**src/bsx_pkg.sv**
```systemverilog
// Package with constants, opcode patterns and states of the branch, skip and shift execute slice.
package bsx_pkg;

  // ==========================================================================
  // Widths and reset values
  // ==========================================================================
  localparam int          PC_W        = 22;
  localparam logic [21:0] PC_RESET    = 22'h000000;
  localparam logic [7:0]  FLAGS_RESET = 8'h00;
  localparam logic [15:0] SP_RESET    = 16'h00ff;
  localparam logic [3:0]  Z_LO_IDX    = 4'he;
  localparam logic [3:0]  Z_HI_IDX    = 4'hf;
  localparam logic [7:0]  ALL_ONES    = 8'hff;
  localparam logic [7:0]  SIGN_MIN    = 8'h80;

  // ==========================================================================
  // Status flag bit positions
  // ==========================================================================
  localparam int FL_C = 0;
  localparam int FL_Z = 1;
  localparam int FL_N = 2;
  localparam int FL_V = 3;
  localparam int FL_S = 4;
  localparam int FL_H = 5;
  localparam logic [2:0] SEL_S = 3'h4;

  // ==========================================================================
  // Register map, byte addresses
  // ==========================================================================
  localparam logic [7:0] OFF_CTRL   = 8'h00;
  localparam logic [7:0] OFF_STATUS = 8'h04;
  localparam logic [7:0] OFF_PC     = 8'h08;
  localparam logic [7:0] OFF_FLAGS  = 8'h0c;
  localparam logic [7:0] OFF_SP     = 8'h10;
  localparam logic [1:0] GPR_PAGE   = 2'h1;
  localparam int CTRL_RUN     = 0;
  localparam int CTRL_CLR_UNK = 1;

  // ==========================================================================
  // Opcode masks and patterns
  // ==========================================================================
  localparam logic [15:0] M_TWO   = 16'hfc00;
  localparam logic [15:0] P_AND   = 16'h2000;
  localparam logic [15:0] P_EOR   = 16'h2400;
  localparam logic [15:0] P_ADD   = 16'h0c00;
  localparam logic [15:0] P_ADC   = 16'h1c00;
  localparam logic [15:0] P_COMPARE_EQUAL_SKIP  = 16'h1000;
  localparam logic [15:0] M_SER   = 16'hff0f;
  localparam logic [15:0] P_SER   = 16'hef0f;
  localparam logic [15:0] M_ONE   = 16'hfe0f;
  localparam logic [15:0] P_DEC   = 16'h940a;
  localparam logic [15:0] P_LSR   = 16'h9406;
  localparam logic [15:0] P_ROR   = 16'h9407;
  localparam logic [15:0] M_ALL   = 16'hffff;
  localparam logic [15:0] P_POINTER_JUMP  = 16'h9409;
  localparam logic [15:0] P_POINTER_CALL = 16'h9509;
  localparam logic [15:0] M_REL   = 16'hf000;
  localparam logic [15:0] P_OFFSET_JUMP  = 16'hc000;
  localparam logic [15:0] P_OFFSET_CALL = 16'hd000;
  localparam logic [15:0] M_SBR   = 16'hfe08;
  localparam logic [15:0] P_REG_BIT_CLEAR_SKIP  = 16'hfc00;
  localparam logic [15:0] P_REG_BIT_SET_SKIP  = 16'hfe00;
  localparam logic [15:0] M_SBI   = 16'hff00;
  localparam logic [15:0] P_IO_BIT_CLEAR_SKIP  = 16'h9900;
  localparam logic [15:0] P_IO_BIT_SET_SKIP  = 16'h9b00;
  localparam logic [15:0] M_BR    = 16'hfc00;
  localparam logic [15:0] P_BRANCH_FLAG_SET  = 16'hf000;
  localparam logic [15:0] P_BRANCH_FLAG_CLEAR  = 16'hf400;
  localparam logic [15:0] M_LONG  = 16'hfe0c;
  localparam logic [15:0] P_LONG  = 16'h940c;

  // ==========================================================================
  // Sequencer states
  // ==========================================================================
  typedef enum logic [2:0] {
    ST_HALT, ST_EXEC, ST_BUBBLE, ST_PUSH_LO, ST_PUSH_HI, ST_SKIP, ST_SKIP2
  } bsx_state_e;

  // Compares an opcode against a mask and pattern.
  function automatic logic op_is(input logic [15:0] op, input logic [15:0] m,
                                 input logic [15:0] p);
    op_is = ((op & m) == p);
  endfunction : op_is

endpackage : bsx_pkg

```
**src/bsx_core.sv**
```systemverilog
// Execute slice for test, clear, shifts, rotates, skips, jumps, calls and flag branches.
//
// Chosen here: the address map and register access over Avalon-MM.
`timescale 1ns/1ps
//
// Summary of operation
// - Test ANDs register with itself, sets Z N V S, one cycle.
// - Pointer jump loads PC from Z, upper bits zero, two cycles, flags kept.
// - Pointer call jumps like pointer jump and pushes return address, three cycles.
// - Compare-equal skip jumps over next instruction when registers match, flags kept.
// - Register bit skips test a register bit, skipping on clear or set.
// - I/O bit skips test an I/O register bit, skipping on clear or set.
// - Flag branches add offset plus one when selected flag matches, 1/2 cycles.
// - Carry branches go on carry clear for same-higher and set for lower.
// - Signed compare branches test negative XOR overflow for zero or one.
// - Half-carry branches go when half carry is set or clear.
// - T-bit branches go when the T bit is set or clear.
// - Overflow branches go when overflow is set or clear.
// - Interrupt-state branches go when global interrupt enable is one or zero.
// - Rotate left takes carry in at bit 0, bit 7 out, one cycle.
// - Rotate right takes carry in at bit 7, bit 0 out, one cycle.
module bsx_core
  import bsx_pkg::*;
(
  // Clock and reset.
  input  wire logic              clk_sys,
  input  wire logic              reset,
  // Avalon-MM register slave.
  input  wire logic [7:0]        avs_address,
  input  wire logic              avs_read,
  input  wire logic              avs_write,
  input  wire logic [31:0]       avs_writedata,
  input  wire logic [3:0]        avs_byteenable,
  output logic [31:0]            avs_readdata,
  output logic                   avs_waitrequest,
  // Program memory, combinational read.
  output logic [PC_W-1:0]        prog_addr,
  input  wire logic [15:0]       prog_data,
  // Snapshot of the 32 bit-addressable I/O registers.
  input  wire logic [255:0]      io_regs,
  // Stack write port.
  output logic                   stack_we,
  output logic [15:0]            stack_addr,
  output logic [7:0]             stack_wdata,
  // Execution progress.
  output logic                   instr_done
);

  // ==========================================================================
  // State
  // ==========================================================================
  bsx_state_e         state_r, state_nxt;
  logic [PC_W-1:0]    pc_r, pc_nxt;
  logic [7:0]         flags_r, flags_nxt;
  logic [15:0]        sp_r;
  logic [7:0]         gpr [16];
  logic [PC_W-1:0]    ret_r;
  logic               run_r, unk_r;
  logic [1:0]         cyc_r, last_cyc_r;
  logic               gw_en;
  logic [3:0]         gw_idx;
  logic [7:0]         gw_val;
  logic               push_go, unk_set, done_nxt;
  logic [7:0]         rd_v, rr_v, res;
  logic               is_tst, is_pointer_jump, is_pointer_call, is_compare_equal_skip, is_rol, is_br, br_go;
  logic               skip_go, fbit;
  logic               bus_req, bus_take, halted;
  logic [31:0]        rdata_nxt;

  // Adds a signed offset plus one to the program counter.
  function automatic logic [PC_W-1:0] rel_pc(input logic [PC_W-1:0] pc,
                                            input logic [PC_W-1:0] k);
    rel_pc = pc + k + PC_W'(1);
  endfunction : rel_pc

  // Merges byte lanes of a write into an old word.
  function automatic logic [31:0] lane_merge(input logic [31:0] old, input logic [31:0] nw,
                                            input logic [3:0] be);
    for (int i = 0; i < 4; i++) begin
      lane_merge[i*8 +: 8] = be[i] ? nw[i*8 +: 8] : old[i*8 +: 8];
    end
  endfunction : lane_merge

  assign halted   = (state_r == ST_HALT);
  assign bus_req  = avs_read | avs_write;
  assign bus_take = bus_req & ~avs_waitrequest;

  // ==========================================================================
  // Decode and execute
  // ==========================================================================
  // Works out next PC, flags, register write and sequencer state.
  always_comb begin
    rd_v      = gpr[prog_data[7:4]];
    rr_v      = gpr[prog_data[3:0]];
    res       = 8'h00;
    state_nxt = state_r;
    pc_nxt    = pc_r;
    flags_nxt = flags_r;
    gw_en     = 1'b0;
    gw_idx    = prog_data[7:4];
    gw_val    = 8'h00;
    push_go   = 1'b0;
    unk_set   = 1'b0;
    done_nxt  = 1'b0;
    skip_go   = 1'b0;
    is_tst    = op_is(prog_data, M_TWO, P_AND) && (prog_data[9] == prog_data[8]) &&
                (prog_data[3:0] == prog_data[7:4]);
    is_pointer_jump   = op_is(prog_data, M_ALL, P_POINTER_JUMP);
    is_pointer_call  = op_is(prog_data, M_ALL, P_POINTER_CALL);
    is_compare_equal_skip   = op_is(prog_data, M_TWO, P_COMPARE_EQUAL_SKIP);
    is_rol    = op_is(prog_data, M_TWO, P_ADC) && (prog_data[3:0] == prog_data[7:4]);
    is_br     = op_is(prog_data, M_BR, P_BRANCH_FLAG_SET) || op_is(prog_data, M_BR, P_BRANCH_FLAG_CLEAR);
    fbit      = (prog_data[2:0] == SEL_S) ? (flags_r[FL_N] ^ flags_r[FL_V])
                                          : flags_r[prog_data[2:0]];
    br_go     = prog_data[10] ? ~fbit : fbit;
    case (state_r)
      ST_HALT: begin
        if (run_r) begin
          state_nxt = ST_EXEC;
        end
      end
      ST_EXEC: begin
        pc_nxt    = pc_r + PC_W'(1);
        state_nxt = run_r ? ST_EXEC : ST_HALT;
        done_nxt  = 1'b1;
        if (is_tst) begin
          res = rd_v & rd_v;
          flags_nxt[FL_Z] = (res == 8'h00);
          flags_nxt[FL_N] = res[7];
          flags_nxt[FL_V] = 1'b0;
          flags_nxt[FL_S] = res[7];
        end else if (op_is(prog_data, M_TWO, P_EOR) && (prog_data[3:0] == prog_data[7:4])) begin
          res = rd_v ^ rd_v;
          gw_en = 1'b1;
          gw_val = res;
          flags_nxt[FL_Z] = 1'b1;
          flags_nxt[FL_N] = 1'b0;
          flags_nxt[FL_V] = 1'b0;
          flags_nxt[FL_S] = 1'b0;
        end else if (op_is(prog_data, M_ONE, P_DEC)) begin
          res = rd_v - 8'h01;
          gw_en = 1'b1;
          gw_val = res;
          flags_nxt[FL_Z] = (res == 8'h00);
          flags_nxt[FL_N] = res[7];
          flags_nxt[FL_V] = (rd_v == SIGN_MIN);
          flags_nxt[FL_S] = res[7] ^ (rd_v == SIGN_MIN);
        end else if (op_is(prog_data, M_SER, P_SER)) begin
          gw_en = 1'b1;
          gw_val = ALL_ONES;
        end else if (is_rol ||
                     (op_is(prog_data, M_TWO, P_ADD) && (prog_data[3:0] == prog_data[7:4]))) begin
          res = {rd_v[6:0], is_rol & flags_r[FL_C]};
          gw_en = 1'b1;
          gw_val = res;
          flags_nxt[FL_Z] = (res == 8'h00);
          flags_nxt[FL_C] = rd_v[7];
          flags_nxt[FL_N] = res[7];
          flags_nxt[FL_V] = res[7] ^ rd_v[7];
          flags_nxt[FL_H] = rd_v[3];
        end else if (op_is(prog_data, M_ONE, P_LSR) || op_is(prog_data, M_ONE, P_ROR)) begin
          res = {prog_data[0] & flags_r[FL_C], rd_v[7:1]};
          gw_en = 1'b1;
          gw_val = res;
          flags_nxt[FL_Z] = (res == 8'h00);
          flags_nxt[FL_C] = rd_v[0];
          flags_nxt[FL_N] = res[7];
          flags_nxt[FL_V] = res[7] ^ rd_v[0];
        end else if (is_pointer_jump || is_pointer_call) begin
          pc_nxt = {6'h00, gpr[Z_HI_IDX], gpr[Z_LO_IDX]};
          state_nxt = is_pointer_call ? ST_PUSH_LO : ST_BUBBLE;
          push_go = is_pointer_call;
          done_nxt = 1'b0;
        end else if (op_is(prog_data, M_REL, P_OFFSET_JUMP) || op_is(prog_data, M_REL, P_OFFSET_CALL)) begin
          pc_nxt = rel_pc(pc_r, {{10{prog_data[11]}}, prog_data[11:0]});
          push_go = prog_data[12];
          state_nxt = prog_data[12] ? ST_PUSH_LO : ST_BUBBLE;
          done_nxt = 1'b0;
        end else if (is_br) begin
          if (br_go) begin
            pc_nxt = rel_pc(pc_r, {{15{prog_data[9]}}, prog_data[9:3]});
            state_nxt = ST_BUBBLE;
            done_nxt = 1'b0;
          end
        end else if (is_compare_equal_skip) begin
          skip_go = (rd_v == gpr[prog_data[3:0]]);
        end else if (op_is(prog_data, M_SBR, P_REG_BIT_CLEAR_SKIP) || op_is(prog_data, M_SBR, P_REG_BIT_SET_SKIP)) begin
          skip_go = (rd_v[prog_data[2:0]] == prog_data[9]);
        end else if (op_is(prog_data, M_SBI, P_IO_BIT_CLEAR_SKIP) || op_is(prog_data, M_SBI, P_IO_BIT_SET_SKIP)) begin
          skip_go = (io_regs[{prog_data[7:3], prog_data[2:0]}] == prog_data[9]);
        end else begin
          unk_set = 1'b1;
        end
        if (skip_go) begin
          state_nxt = ST_SKIP;
          done_nxt = 1'b0;
        end
      end
      ST_SKIP: begin
        pc_nxt = pc_r + PC_W'(1);
        state_nxt = op_is(prog_data, M_LONG, P_LONG) ? ST_SKIP2 : ST_BUBBLE;
        if (!op_is(prog_data, M_LONG, P_LONG)) begin
          state_nxt = run_r ? ST_EXEC : ST_HALT;
          done_nxt = 1'b1;
        end
      end
      ST_SKIP2: begin
        pc_nxt = pc_r + PC_W'(1);
        state_nxt = run_r ? ST_EXEC : ST_HALT;
        done_nxt = 1'b1;
      end
      ST_PUSH_LO: begin
        state_nxt = ST_PUSH_HI;
      end
      ST_PUSH_HI, ST_BUBBLE: begin
        state_nxt = run_r ? ST_EXEC : ST_HALT;
        done_nxt = 1'b1;
      end
      default: begin
        state_nxt = ST_HALT;
      end
    endcase
  end

  // ==========================================================================
  // Sequencer, program counter and flags
  // ==========================================================================
  // Steps the sequencer; PC and flags take bus writes only while halted.
  always_ff @(posedge clk_sys) begin
    if (reset) begin
      state_r   <= ST_HALT;
      pc_r      <= PC_RESET;
      prog_addr <= PC_RESET;
      flags_r   <= FLAGS_RESET;
    end else begin
      state_r   <= state_nxt;
      pc_r      <= pc_nxt;
      prog_addr <= pc_nxt;
      flags_r   <= flags_nxt;
      if (halted && avs_write && bus_take && avs_address == OFF_PC) begin
        pc_r      <= PC_W'(lane_merge(32'(pc_r), avs_writedata, avs_byteenable));
        prog_addr <= PC_W'(lane_merge(32'(pc_r), avs_writedata, avs_byteenable));
      end
      if (halted && avs_write && bus_take && avs_address == OFF_FLAGS && avs_byteenable[0]) begin
        flags_r <= avs_writedata[7:0];
      end
    end
  end

  // Counts execute cycles and reports each finished instruction.
  always_ff @(posedge clk_sys) begin
    if (reset) begin
      cyc_r      <= 2'h0;
      last_cyc_r <= 2'h0;
      instr_done <= 1'b0;
    end else begin
      instr_done <= done_nxt;
      cyc_r      <= (done_nxt || halted) ? 2'h0 : cyc_r + 2'h1;
      if (done_nxt) begin
        last_cyc_r <= cyc_r + 2'h1;
      end
    end
  end

  // Writes the register file from execution, or from the bus while halted.
  always_ff @(posedge clk_sys) begin
    if (gw_en) begin
      gpr[gw_idx] <= gw_val;
    end else if (halted && avs_write && bus_take && avs_address[7:6] == GPR_PAGE &&
                 avs_byteenable[0]) begin
      gpr[avs_address[5:2]] <= avs_writedata[7:0];
    end
  end

  // ==========================================================================
  // Stack pushes
  // ==========================================================================
  // Pushes the return address low byte first, decrementing the stack pointer.
  always_ff @(posedge clk_sys) begin
    if (reset) begin
      sp_r        <= SP_RESET;
      ret_r       <= PC_RESET;
      stack_we    <= 1'b0;
      stack_addr  <= 16'h0000;
      stack_wdata <= 8'h00;
    end else begin
      stack_we <= 1'b0;
      if (push_go) begin
        ret_r       <= pc_r + PC_W'(1);
        stack_we    <= 1'b1;
        stack_addr  <= sp_r;
        stack_wdata <= pc_r[7:0] + 8'h01;
        sp_r        <= sp_r - 16'h0001;
      end else if (state_r == ST_PUSH_LO) begin
        stack_we    <= 1'b1;
        stack_addr  <= sp_r;
        stack_wdata <= ret_r[15:8];
        sp_r        <= sp_r - 16'h0001;
      end else if (halted && avs_write && bus_take && avs_address == OFF_SP) begin
        sp_r <= 16'(lane_merge(32'(sp_r), avs_writedata, avs_byteenable));
      end
    end
  end

  // ==========================================================================
  // Avalon-MM slave
  // ==========================================================================
  // Selects read data; unmapped addresses read as zero.
  always_comb begin
    rdata_nxt = 32'h0000_0000;
    if (avs_address[7:6] == GPR_PAGE) begin
      rdata_nxt = 32'(gpr[avs_address[5:2]]);
    end else begin
      case (avs_address)
        OFF_CTRL:   rdata_nxt = 32'(run_r);
        OFF_STATUS: rdata_nxt = {22'h0, last_cyc_r, 5'h0, ~halted, unk_r, run_r};
        OFF_PC:     rdata_nxt = 32'(pc_r);
        OFF_FLAGS:  rdata_nxt = 32'(flags_r);
        OFF_SP:     rdata_nxt = 32'(sp_r);
        default:    rdata_nxt = 32'h0000_0000;
      endcase
    end
  end

  // Answers every request once, one cycle after it is seen.
  always_ff @(posedge clk_sys) begin
    if (reset) begin
      avs_waitrequest <= 1'b1;
      avs_readdata    <= 32'h0000_0000;
    end else begin
      avs_waitrequest <= ~(bus_req & avs_waitrequest);
      if (bus_req & avs_waitrequest) begin
        avs_readdata <= rdata_nxt;
      end
    end
  end

  // Holds the run bit and the sticky unknown-opcode bit; a new set beats a clear.
  always_ff @(posedge clk_sys) begin
    if (reset) begin
      run_r <= 1'b0;
      unk_r <= 1'b0;
    end else begin
      if (avs_write && bus_take && avs_address == OFF_CTRL && avs_byteenable[0]) begin
        run_r <= avs_writedata[CTRL_RUN];
        if (avs_writedata[CTRL_CLR_UNK]) begin
          unk_r <= 1'b0;
        end
      end
      if (unk_set) begin
        unk_r <= 1'b1;
      end
    end
  end

  // ==========================================================================
  // Assertions
  // ==========================================================================
  a_tst_one_cycle: assert property (@(posedge clk_sys) disable iff (reset)
    (state_r == ST_EXEC && is_tst) |=> instr_done && pc_r == $past(pc_r) + PC_W'(1))
    else $error("test did not finish in one cycle");
  a_pointer_jump_target: assert property (@(posedge clk_sys) disable iff (reset)
    (state_r == ST_EXEC && is_pointer_jump) |=> pc_r == {6'h00, $past(gpr[Z_HI_IDX]),
      $past(gpr[Z_LO_IDX])} && flags_r == $past(flags_r) ##1 instr_done)
    else $error("pointer jump target or timing wrong");
  a_pointer_call_push: assert property (@(posedge clk_sys) disable iff (reset)
    (state_r == ST_EXEC && is_pointer_call) |=> stack_we ##1 stack_we ##1 (instr_done && !stack_we))
    else $error("pointer call push sequence wrong");
  a_compare_equal_skip_keeps: assert property (@(posedge clk_sys) disable iff (reset)
    (state_r == ST_EXEC && is_compare_equal_skip) |=> flags_r == $past(flags_r) &&
      (state_r == ST_SKIP) == ($past(rd_v) == $past(rr_v)))
    else $error("compare skip decision or flags wrong");
  a_skip_length: assert property (@(posedge clk_sys) disable iff (reset)
    (state_r == ST_SKIP && !op_is(prog_data, M_LONG, P_LONG)) |=> instr_done &&
      last_cyc_r == 2'h2)
    else $error("one-word skip did not take two cycles");
  a_branch_taken: assert property (@(posedge clk_sys) disable iff (reset)
    (state_r == ST_EXEC && is_br && br_go) |=> state_r == ST_BUBBLE && !instr_done
      ##1 instr_done && last_cyc_r == 2'h2)
    else $error("taken branch did not take two cycles");
  a_branch_idle: assert property (@(posedge clk_sys) disable iff (reset)
    (state_r == ST_EXEC && is_br && !br_go) |=> instr_done &&
      pc_r == $past(pc_r) + PC_W'(1))
    else $error("untaken branch misbehaved");
  a_rol_carry: assert property (@(posedge clk_sys) disable iff (reset)
    (state_r == ST_EXEC && is_rol) |=> flags_r[FL_C] == $past(rd_v[7]) &&
      gpr[$past(prog_data[7:4])][0] == $past(flags_r[FL_C]))
    else $error("rotate left carry path wrong");

endmodule : bsx_core

```
**config.mk**
```make
export PLATFORM = sky130hd
export DESIGN_NAME = bsx_core
export DESIGN_NICKNAME = d
export VERILOG_FILES = /design/src/bsx_pkg.sv /design/src/bsx_core.sv
export SDC_FILE = /design/constraint.sdc
export NUM_CORES = 1
export LEC_CHECK = 0
export BUFFER_PORTS_ARGS = -buffer_cell sky130_fd_sc_hd__buf_4
export CAP_MARGIN = 20
export CORE_AREA = 4 4 219 221
export CTS_CLUSTER_DIAMETER = 200
export DETAILED_ROUTE_END_ITERATION = 7
export DIE_AREA = 0 0 223 225
export GPL_ROUTABILITY_DRIVEN = 0
export HOLD_SLACK_MARGIN = 0.08
export PLACE_DENSITY = 0.68
export RECOVER_POWER = 100
export SYNTH_ARGS = -nofsm -noshare
export SYNTH_HDL_FRONTEND = slang
export SYNTH_SLANG_ARGS = --single-unit
```
**constraint.sdc**
```tcl
create_clock -name clk_sys -period 9.6 [get_ports clk_sys]
set_input_delay 0.48 -clock clk_sys [delete_from_list [all_inputs] [get_ports clk_sys]]
set_output_delay 0.48 -clock clk_sys [all_outputs]
set_load 0.05 [all_outputs]
```
==> flow_metrics.py, run 1 <==
metrics = {
    "sta": {
        "rsz0062_at_grt": "false",
        "setup_ws_ns": 3.871,
        "tightest_slew_ns": 3.454,
        "hold_viol": 0,
        "skew_ns": 0.01074,
        "fin_crit_sh_pct": 59.67,
        "fin_setup_tns_ns": 0,
        "min_period_ns": 5.729,
        "drv_slew": 87,
        "setup_violations": 0,
        "slew_headroom_pct": -130.3,
        "fmax_mhz": 174.6,
    },
    "critical_path": {
        "cp_slowest_cell": "clkbuf_1",
        "cpPeakStageDelay_ns": 2.39,
        "cp-end-kind": "flop",
        "crit_top_cell": "clkbuf_1",
        "cp-start-kind": "input port",
        "crit_fanout": 42,
        "reg2reg_depth": 9,
        "worstPathRequired_ns": 10.01,
        "r2r_setup_slack_ns": 5.41,
        "critPathArrivalTime_ns": 6.14,
        "cp_cell_sequence": "clkbuf_1, nor2_1, clkbuf_1, nand2_1, clkbuf_1, nand2_1, o21ai_0, a211oi_1, a21oi_1, nor2_1",
        "critPathKind": "input port to flop",
    },
    "synth": {
        "yosysWarnings": 0,
        "synthArstFlopShare_pct": 0,
        "netlist.area_leader.share_pct": 21.14,
        "synth_edf_count": 128,
        "ys_ff_latch": 240,
        "ys.flop_type": "edfxtp_1",
        "synth.area.top_cells": "edfxtp_1 21%, mux4_2 21%, dfxtp_1 12%",
        "netlist_instances": 1797,
        "syn_area_um2": 18180,
        "ys_types": 83,
        "seq_area_frac_synth_pct": 33.48,
        "yosysTopAreaCell": "edfxtp_1",
        "post_synth.cell_area_avg_um2": 10.12,
    },
    "global_route": {
        "track_usage_pct": 25.98,
        "grt_pass1_vias": 16730,
        "antenna_found_initial": 4,
        "grt_pass1_wl_mm": 101.7,
        "grt_max_degree": 77,
        "grt_overflow": 0,
    },
    "placement": {
        "io_buffers": 379,
        "place_hpwl_mm": 51.38,
        "pre_cts_ws_ns": 4.348,
        "dp.cells": 2681,
    },
    "final_layout": {
        "antenna_cells": 0,
        "seq_area_um2": 6086,
        "final_util_pct": 47.63,
        "multi_input_area_um2": 11360,
        "fill_cells": 4231,
        "finalNetCount": 2480,
        "final_cells": 2734,
        "drive_gt1_share_pct": 26.00,
        "areaGrowthSynthToFinish_pct": 20.95,
    },
    "pwr": {
        "power.share.clock_pct": 41.5,
        "p_int_mw": 1.922,
        "seqPwrFrac_pct": 41.8,
        "power.density_nw_per_um2": 117.2,
        "ir_worst_vdd_mv": 0.1217,
        "leakagePower_nw": 7.779,
        "p_sw_share_pct": 25.46,
        "switchingPower_mw": 0.6562,
        "combinationalPowerShare_pct": 16.6,
    },
    "clock_network": {
        "cts_made_buffers": 28,
        "cts_hold_buffers": 0,
        "cts.clk_slew.worst_paths_ns": 0.06,
        "tritoncts": "built",
        "cts_setup_buffers": 0,
        "clkLatencyLatePin_ns": 0.56,
        "htree_levels": 1,
        "numClockSinks": 240,
        "postCtsResizedCells": 0,
        "cts_root_buffer": "clkbuf_16",
        "clock_path_buffers": 3,
    },
    "routing": {
        "drc_errors": 0,
        "vias": 17470,
        "routedWlPerCell_um": 25.26,
        "drt_first_pass_iters": 6,
        "viasPerCell": 6.391,
        "routed_wl_mm": 69.06,
        "drt_iter0_drc": 2327,
        "ant_nets": 0,
    },
    "floorplan": {
        "rows": 79,
        "fp.dieH_um": 225,
        "pin_count": 401,
        "start_util_pct": 39.38,
        "die_area_um2": 50180,
        "die_w_um": 223,
        "core_area_um2": 46160,
    },
    "run_status": {
        "status": "complete, but fails checks",
        "violations": "capacitance limit, slew limit",
    },
    "worst_hold_path": {
        "hold_depth": 3,
        "min_path_type": "input port to flop",
    },
    "run": {
        "maxCapViolations": 3,
    },
}
layout make-up:
type | instances | area share, %
Clock inverter | 12 | 0.6032
Timing Repair Buffer | 407 | 12.41
Tap cell | 607 | 3.454
Sequential cell | 240 | 27.68
Inverter | 38 | 0.6487
Clock buffer | 38 | 3.545
Multi-Input combinational cell | 1392 | 51.66
state kept, by name, summed over array words and instances (netlist names):
register / flops
avs_readdata: 22
stack_we: 1
gpr: 128
instr_done: 1
unk_r: 1
stack_wdata: 8
flags_r: 8
pc_r: 22
ret_r: 8
stack_addr: 16
run_r: 1
last_cyc_r: 2
state_r: 3
sp_r: 16
cyc_r: 2
avs_waitrequest: 1
power by group through the flow:
stage               logic, mW  clock network, mW  registers [mW]
floorplan               0.236                  0            1.11
global placement        0.419                  0            1.10
detailed placement      0.425                  0            1.10
CTS                     0.426               1.08            1.08
global route            0.454               1.12            1.08
finish                  0.429               1.07            1.08
routing by layer:
layer / share of wire (%) / vias to the layer above / GRT usage [%]
li1: - / 7632 / -
met1: 38 / 8525 / 33.69
met2: 47 / 1108 / 42.67
met3: 12 / 199 / 6.878
met4: 3.8 / 8 / 8.570
met5: 0.068 / - / 0
placed cells by master (no fill, tap or decap), types with 36 or more instances in the layout:
cell type	instances
xnor2_1	38
nand3_1	47
xor2_1	38
inv_1	36
mux4_2	168
ha_1	51
nor3_1	63
edfxtp_1	128
clkbuf_1	95
nor2_1	178
dfxtp_1	112
nand2_1	154
a21oi_1	127
o21ai_0	66
buf_4	317
per-stage QoR:
step                hold slack [ns]  instance area (um2)  total power, mW
floorplan                    0.4206                18210            1.347
global placement             0.4304                21390            1.519
detailed placement           0.4404                21400            1.525
CTS                          0.2226                22310            2.584
global route                 0.2461                21990            2.652
finish                       0.2372                21990            2.578
path summary, 6_finish.rpt:
path	startpoint	end
hold reg to reg	stack_addr[9]$_SDFFE_PP0P_	stack_addr[9]$_SDFFE_PP0P_
setup / recovery	avs_address[2]	pc_r[1]$_SDFFE_PP0P_
hold / removal	avs_writedata[6]	flags_r[6]$_SDFFE_PP0P_
setup reg to reg	state_r[2]$_SDFFE_PP0P_	pc_r[1]$_SDFFE_PP0P_
kinds of logic after synthesis:
logic type               Yosys count  share of synthesized area (%)
adder cells (fa/ha/maj)           53                          3.730
XOR/XNOR                          76                          3.662
flip-flops                       240                          33.48
AND/OR/NAND/NOR                  596                          15.45
multiplexers                     207                          23.02
AO/OA/AOI/OAI                    450                          16.42
buffers and inverters            174                          4.219
other                              1                        0.02063
cells in the mapped netlist (all sizes together), types with 36 or more instances:
master and instances:
a21oi 128, ha 51, clkbuf 85, dfxtp 112, xnor2 38, nor3 63
nand3 47, nor2 179, mux4 168, inv 36, nand2 154, o21ai 68
buf 51, xor2 38, edfxtp 128
worst max-delay path: cells and delay by family:
| family | cells | cell delay, ns |
|---|---|---|
| AOI/OAI and AO/OA | 3 | 0.95 |
| and+or+nand+nor | 4 | 1.03 |
| buffers and inverters | 3 | 3.63 |
No activity file was read; power rests on OpenSTA's default activity.
==> inputs of run 2 (changes only) <==
- PLACE_DENSITY: 0.68 -> 0.71
- clock period: 9.6 -> 4.65 ns (I/O delays scaled with it)
==> run 2 against run 1 <==
Compared with the run above: final cell count increased by 1.5%; critical path type unchanged; the flow still finishes with violations (capacitance limit, slew limit); sequential cell count stayed put; register-to-register slack lost 4.5 ns; clock power is 110% higher; via count is 1.1% higher.
==> flow_metrics.py, run 2 (synthesis results as in run 1) <==
metrics = {
    "global_route": {
        "grt_pass1_vias": 16970,
        "track_usage_pct": 25.84,
        "grt_pass1_wl_mm": 102.6,
        "grt_overflow": 0,
        "antenna_found_initial": 6,
        "grt_max_degree": 69,
    },
    "clock_network": {
        "cts_setup_buffers": 0,
        "clock_path_buffers": 3,
        "cts_root_buffer": "clkbuf_16",
        "clkLatencyLatePin_ns": 0.55,
        "tritoncts": "built",
        "cts.clk_slew.worst_paths_ns": 0.06,
        "cts_made_buffers": 26,
        "postCtsResizedCells": 0,
        "htree_levels": 1,
        "numClockSinks": 240,
        "cts_hold_buffers": 16,
    },
    "run_status": {
        "violations": "capacitance limit, slew limit",
        "status": "complete, but fails checks",
    },
    "final_layout": {
        "fill_cells": 4205,
        "final_util_pct": 48.40,
        "final_common_cell": "buf_4",
        "areaGrowthSynthToFinish_pct": 22.89,
        "finalNetCount": 2518,
        "largest_register": "gpr",
        "mostFrequentLayoutCells": "330 x buf_4, 179 x nor2_1, 168 x mux4_2, 154 x nand2_1, 128 x edfxtp_1",
        "fin_area_um2": 22340,
        "drive_gt1_share_pct": 26.65,
        "reg_top3": "gpr x128, avs_readdata x22, pc_r x22",
        "largest_register_ffs": 128,
    },
    "critical_path": {
        "worstPathRequired_ns": 4.83,
        "critPathArrivalTime_ns": 4.15,
        "crit_fanout": 65,
        "cp-start-kind": "input port",
        "cp-end-kind": "flop",
        "critPathKind": "input port to flop",
    },
    "routing": {
        "vias": 17660,
        "ant_nets": 0,
        "routedWlPerCell_um": 24.61,
        "drt_iter0_drc": 2365,
        "drt_first_pass_iters": 6,
        "viasPerCell": 6.361,
        "routed_wl_mm": 68.32,
        "drc_errors": 0,
    },
    "placement": {
        "place_hpwl_mm": 51.58,
        "io_buffers": 379,
        "place_area_um2": 21630,
    },
    "floorplan": {
        "core_area_um2": 46160,
        "die_area_um2": 50180,
        "fp.dieH_um": 225,
        "start_util_pct": 39.38,
        "die_w_um": 223,
        "rows": 79,
        "pin_count": 401,
    },
    "sta": {
        "drv_slew": 60,
        "skew_ns": 0.01248,
        "fin_crit_sh_pct": 85.27,
        "setup_violations": 0,
        "fin_setup_tns_ns": 0,
        "fmax_mhz": 252.2,
        "hold_viol": 0,
        "tightest_slew_ns": 1.588,
        "min_period_ns": 3.965,
        "slew_headroom_pct": -5.865,
        "rsz0062_at_grt": "false",
    },
    "worst_hold_path": {
        "min_path_type": "input port to flop",
    },
    "run": {
        "maxCapViolations": 2,
    },
    "pwr": {
        "leakagePower_nw": 7.958,
        "ir_worst_vdd_mv": 0.2695,
        "power.density_nw_per_um2": 239.4,
    },
}
-- run 2: cell types whose count changed in the layout (fill, tap and decap cells not counted), moves of 2 or more --
cell           delta
dlygate4sd3_1    +16
buf_4            +13
diode_2           +4
clkinv_1          -3
clkinv_2          +3
buf_12            +2
clkbuf_1          +2
clkbuf_16         -2
clkbuf_2          +2
-- run 2: per-stage QoR --
step | total power, mW | setup WS [ns] | cells | hold slack, ns
floorplan | 2.781 | 1.396 | 1806 | 0.3628
global placement | 3.136 | 0.5077 | 2708 | 0.4415
detailed placement | 3.151 | 0.4740 | 2708 | 0.4411
CTS | 5.360 | 1.002 | 2772 | 0.08071
global route | 5.509 | 0.4415 | 2772 | 0.1316
finish | 5.348 | 0.6850 | 2776 | 0.1073
-- run 2: worst max-delay path, cell delays in order --
cell	delay, ns
buf_6	0.57
clkbuf_1	0.49
xor2_1	0.13
nor3_1	0.41
nand4b_1	0.45
o2111ai_1	0.34
and2_0	0.31
and3_1	0.23
a32oi_1	0.14
nor2_1	0.36
clkbuf_1	0.46
-- run 2: cell type report --
| class | count | area, um2 | area share, % |
|---|---|---|---|
| Tap cell | 607 | 759.5 | 3.400 |
| Multi-Input combinational cell | 1392 | 11360 | 50.87 |
| Inverter | 38 | 142.6 | 0.6385 |
| Clock inverter | 16 | 191.4 | 0.8569 |
| Timing Repair Buffer | 447 | 3063 | 13.71 |
| Sequential cell | 240 | 6086 | 27.24 |
| Antenna cell | 4 | 10.01 | 0.04481 |
| Clock buffer | 32 | 724.4 | 3.243 |
-- run 2: power breakdown --
part	leakage (nW)	switching, mW	internal [mW]
Sequential	1.83	0.00598	2.22
Combinational	5.67	0.469	0.430
Clock	0.453	0.894	1.33
Total	7.96	1.37	3.98
-- run 2: layer usage --
layer	share of wire [%]	up-vias	track usage (%)
met5	0.072	-	0
met4	3.9	6	8.670
met3	12	202	6.787
met2	47	1216	41.96
met1	38	8524	33.88
li1	-	7710	-
-- run 2: path summary, 6_finish.rpt --
| kind | cells past startpoint | start | endpoint | slack, ns |
|---|---|---|---|---|
| hold / removal | 3 | avs_writedata[4] | sp_r[4]$_SDFFE_PP1P_ | 0.11 |
| setup reg to reg | 14 | pc_r[0]$_SDFFE_PP0P_ | pc_r[18]$_SDFFE_PP0P_ | 0.90 |
| hold reg to reg | 2 | stack_addr[11]$_SDFFE_PP0P_ | stack_addr[11]$_SDFFE_PP0P_ | 0.45 |
| setup / recovery | 11 | prog_data[0] | gpr[10][4]$_DFFE_PP_ | 0.68 |
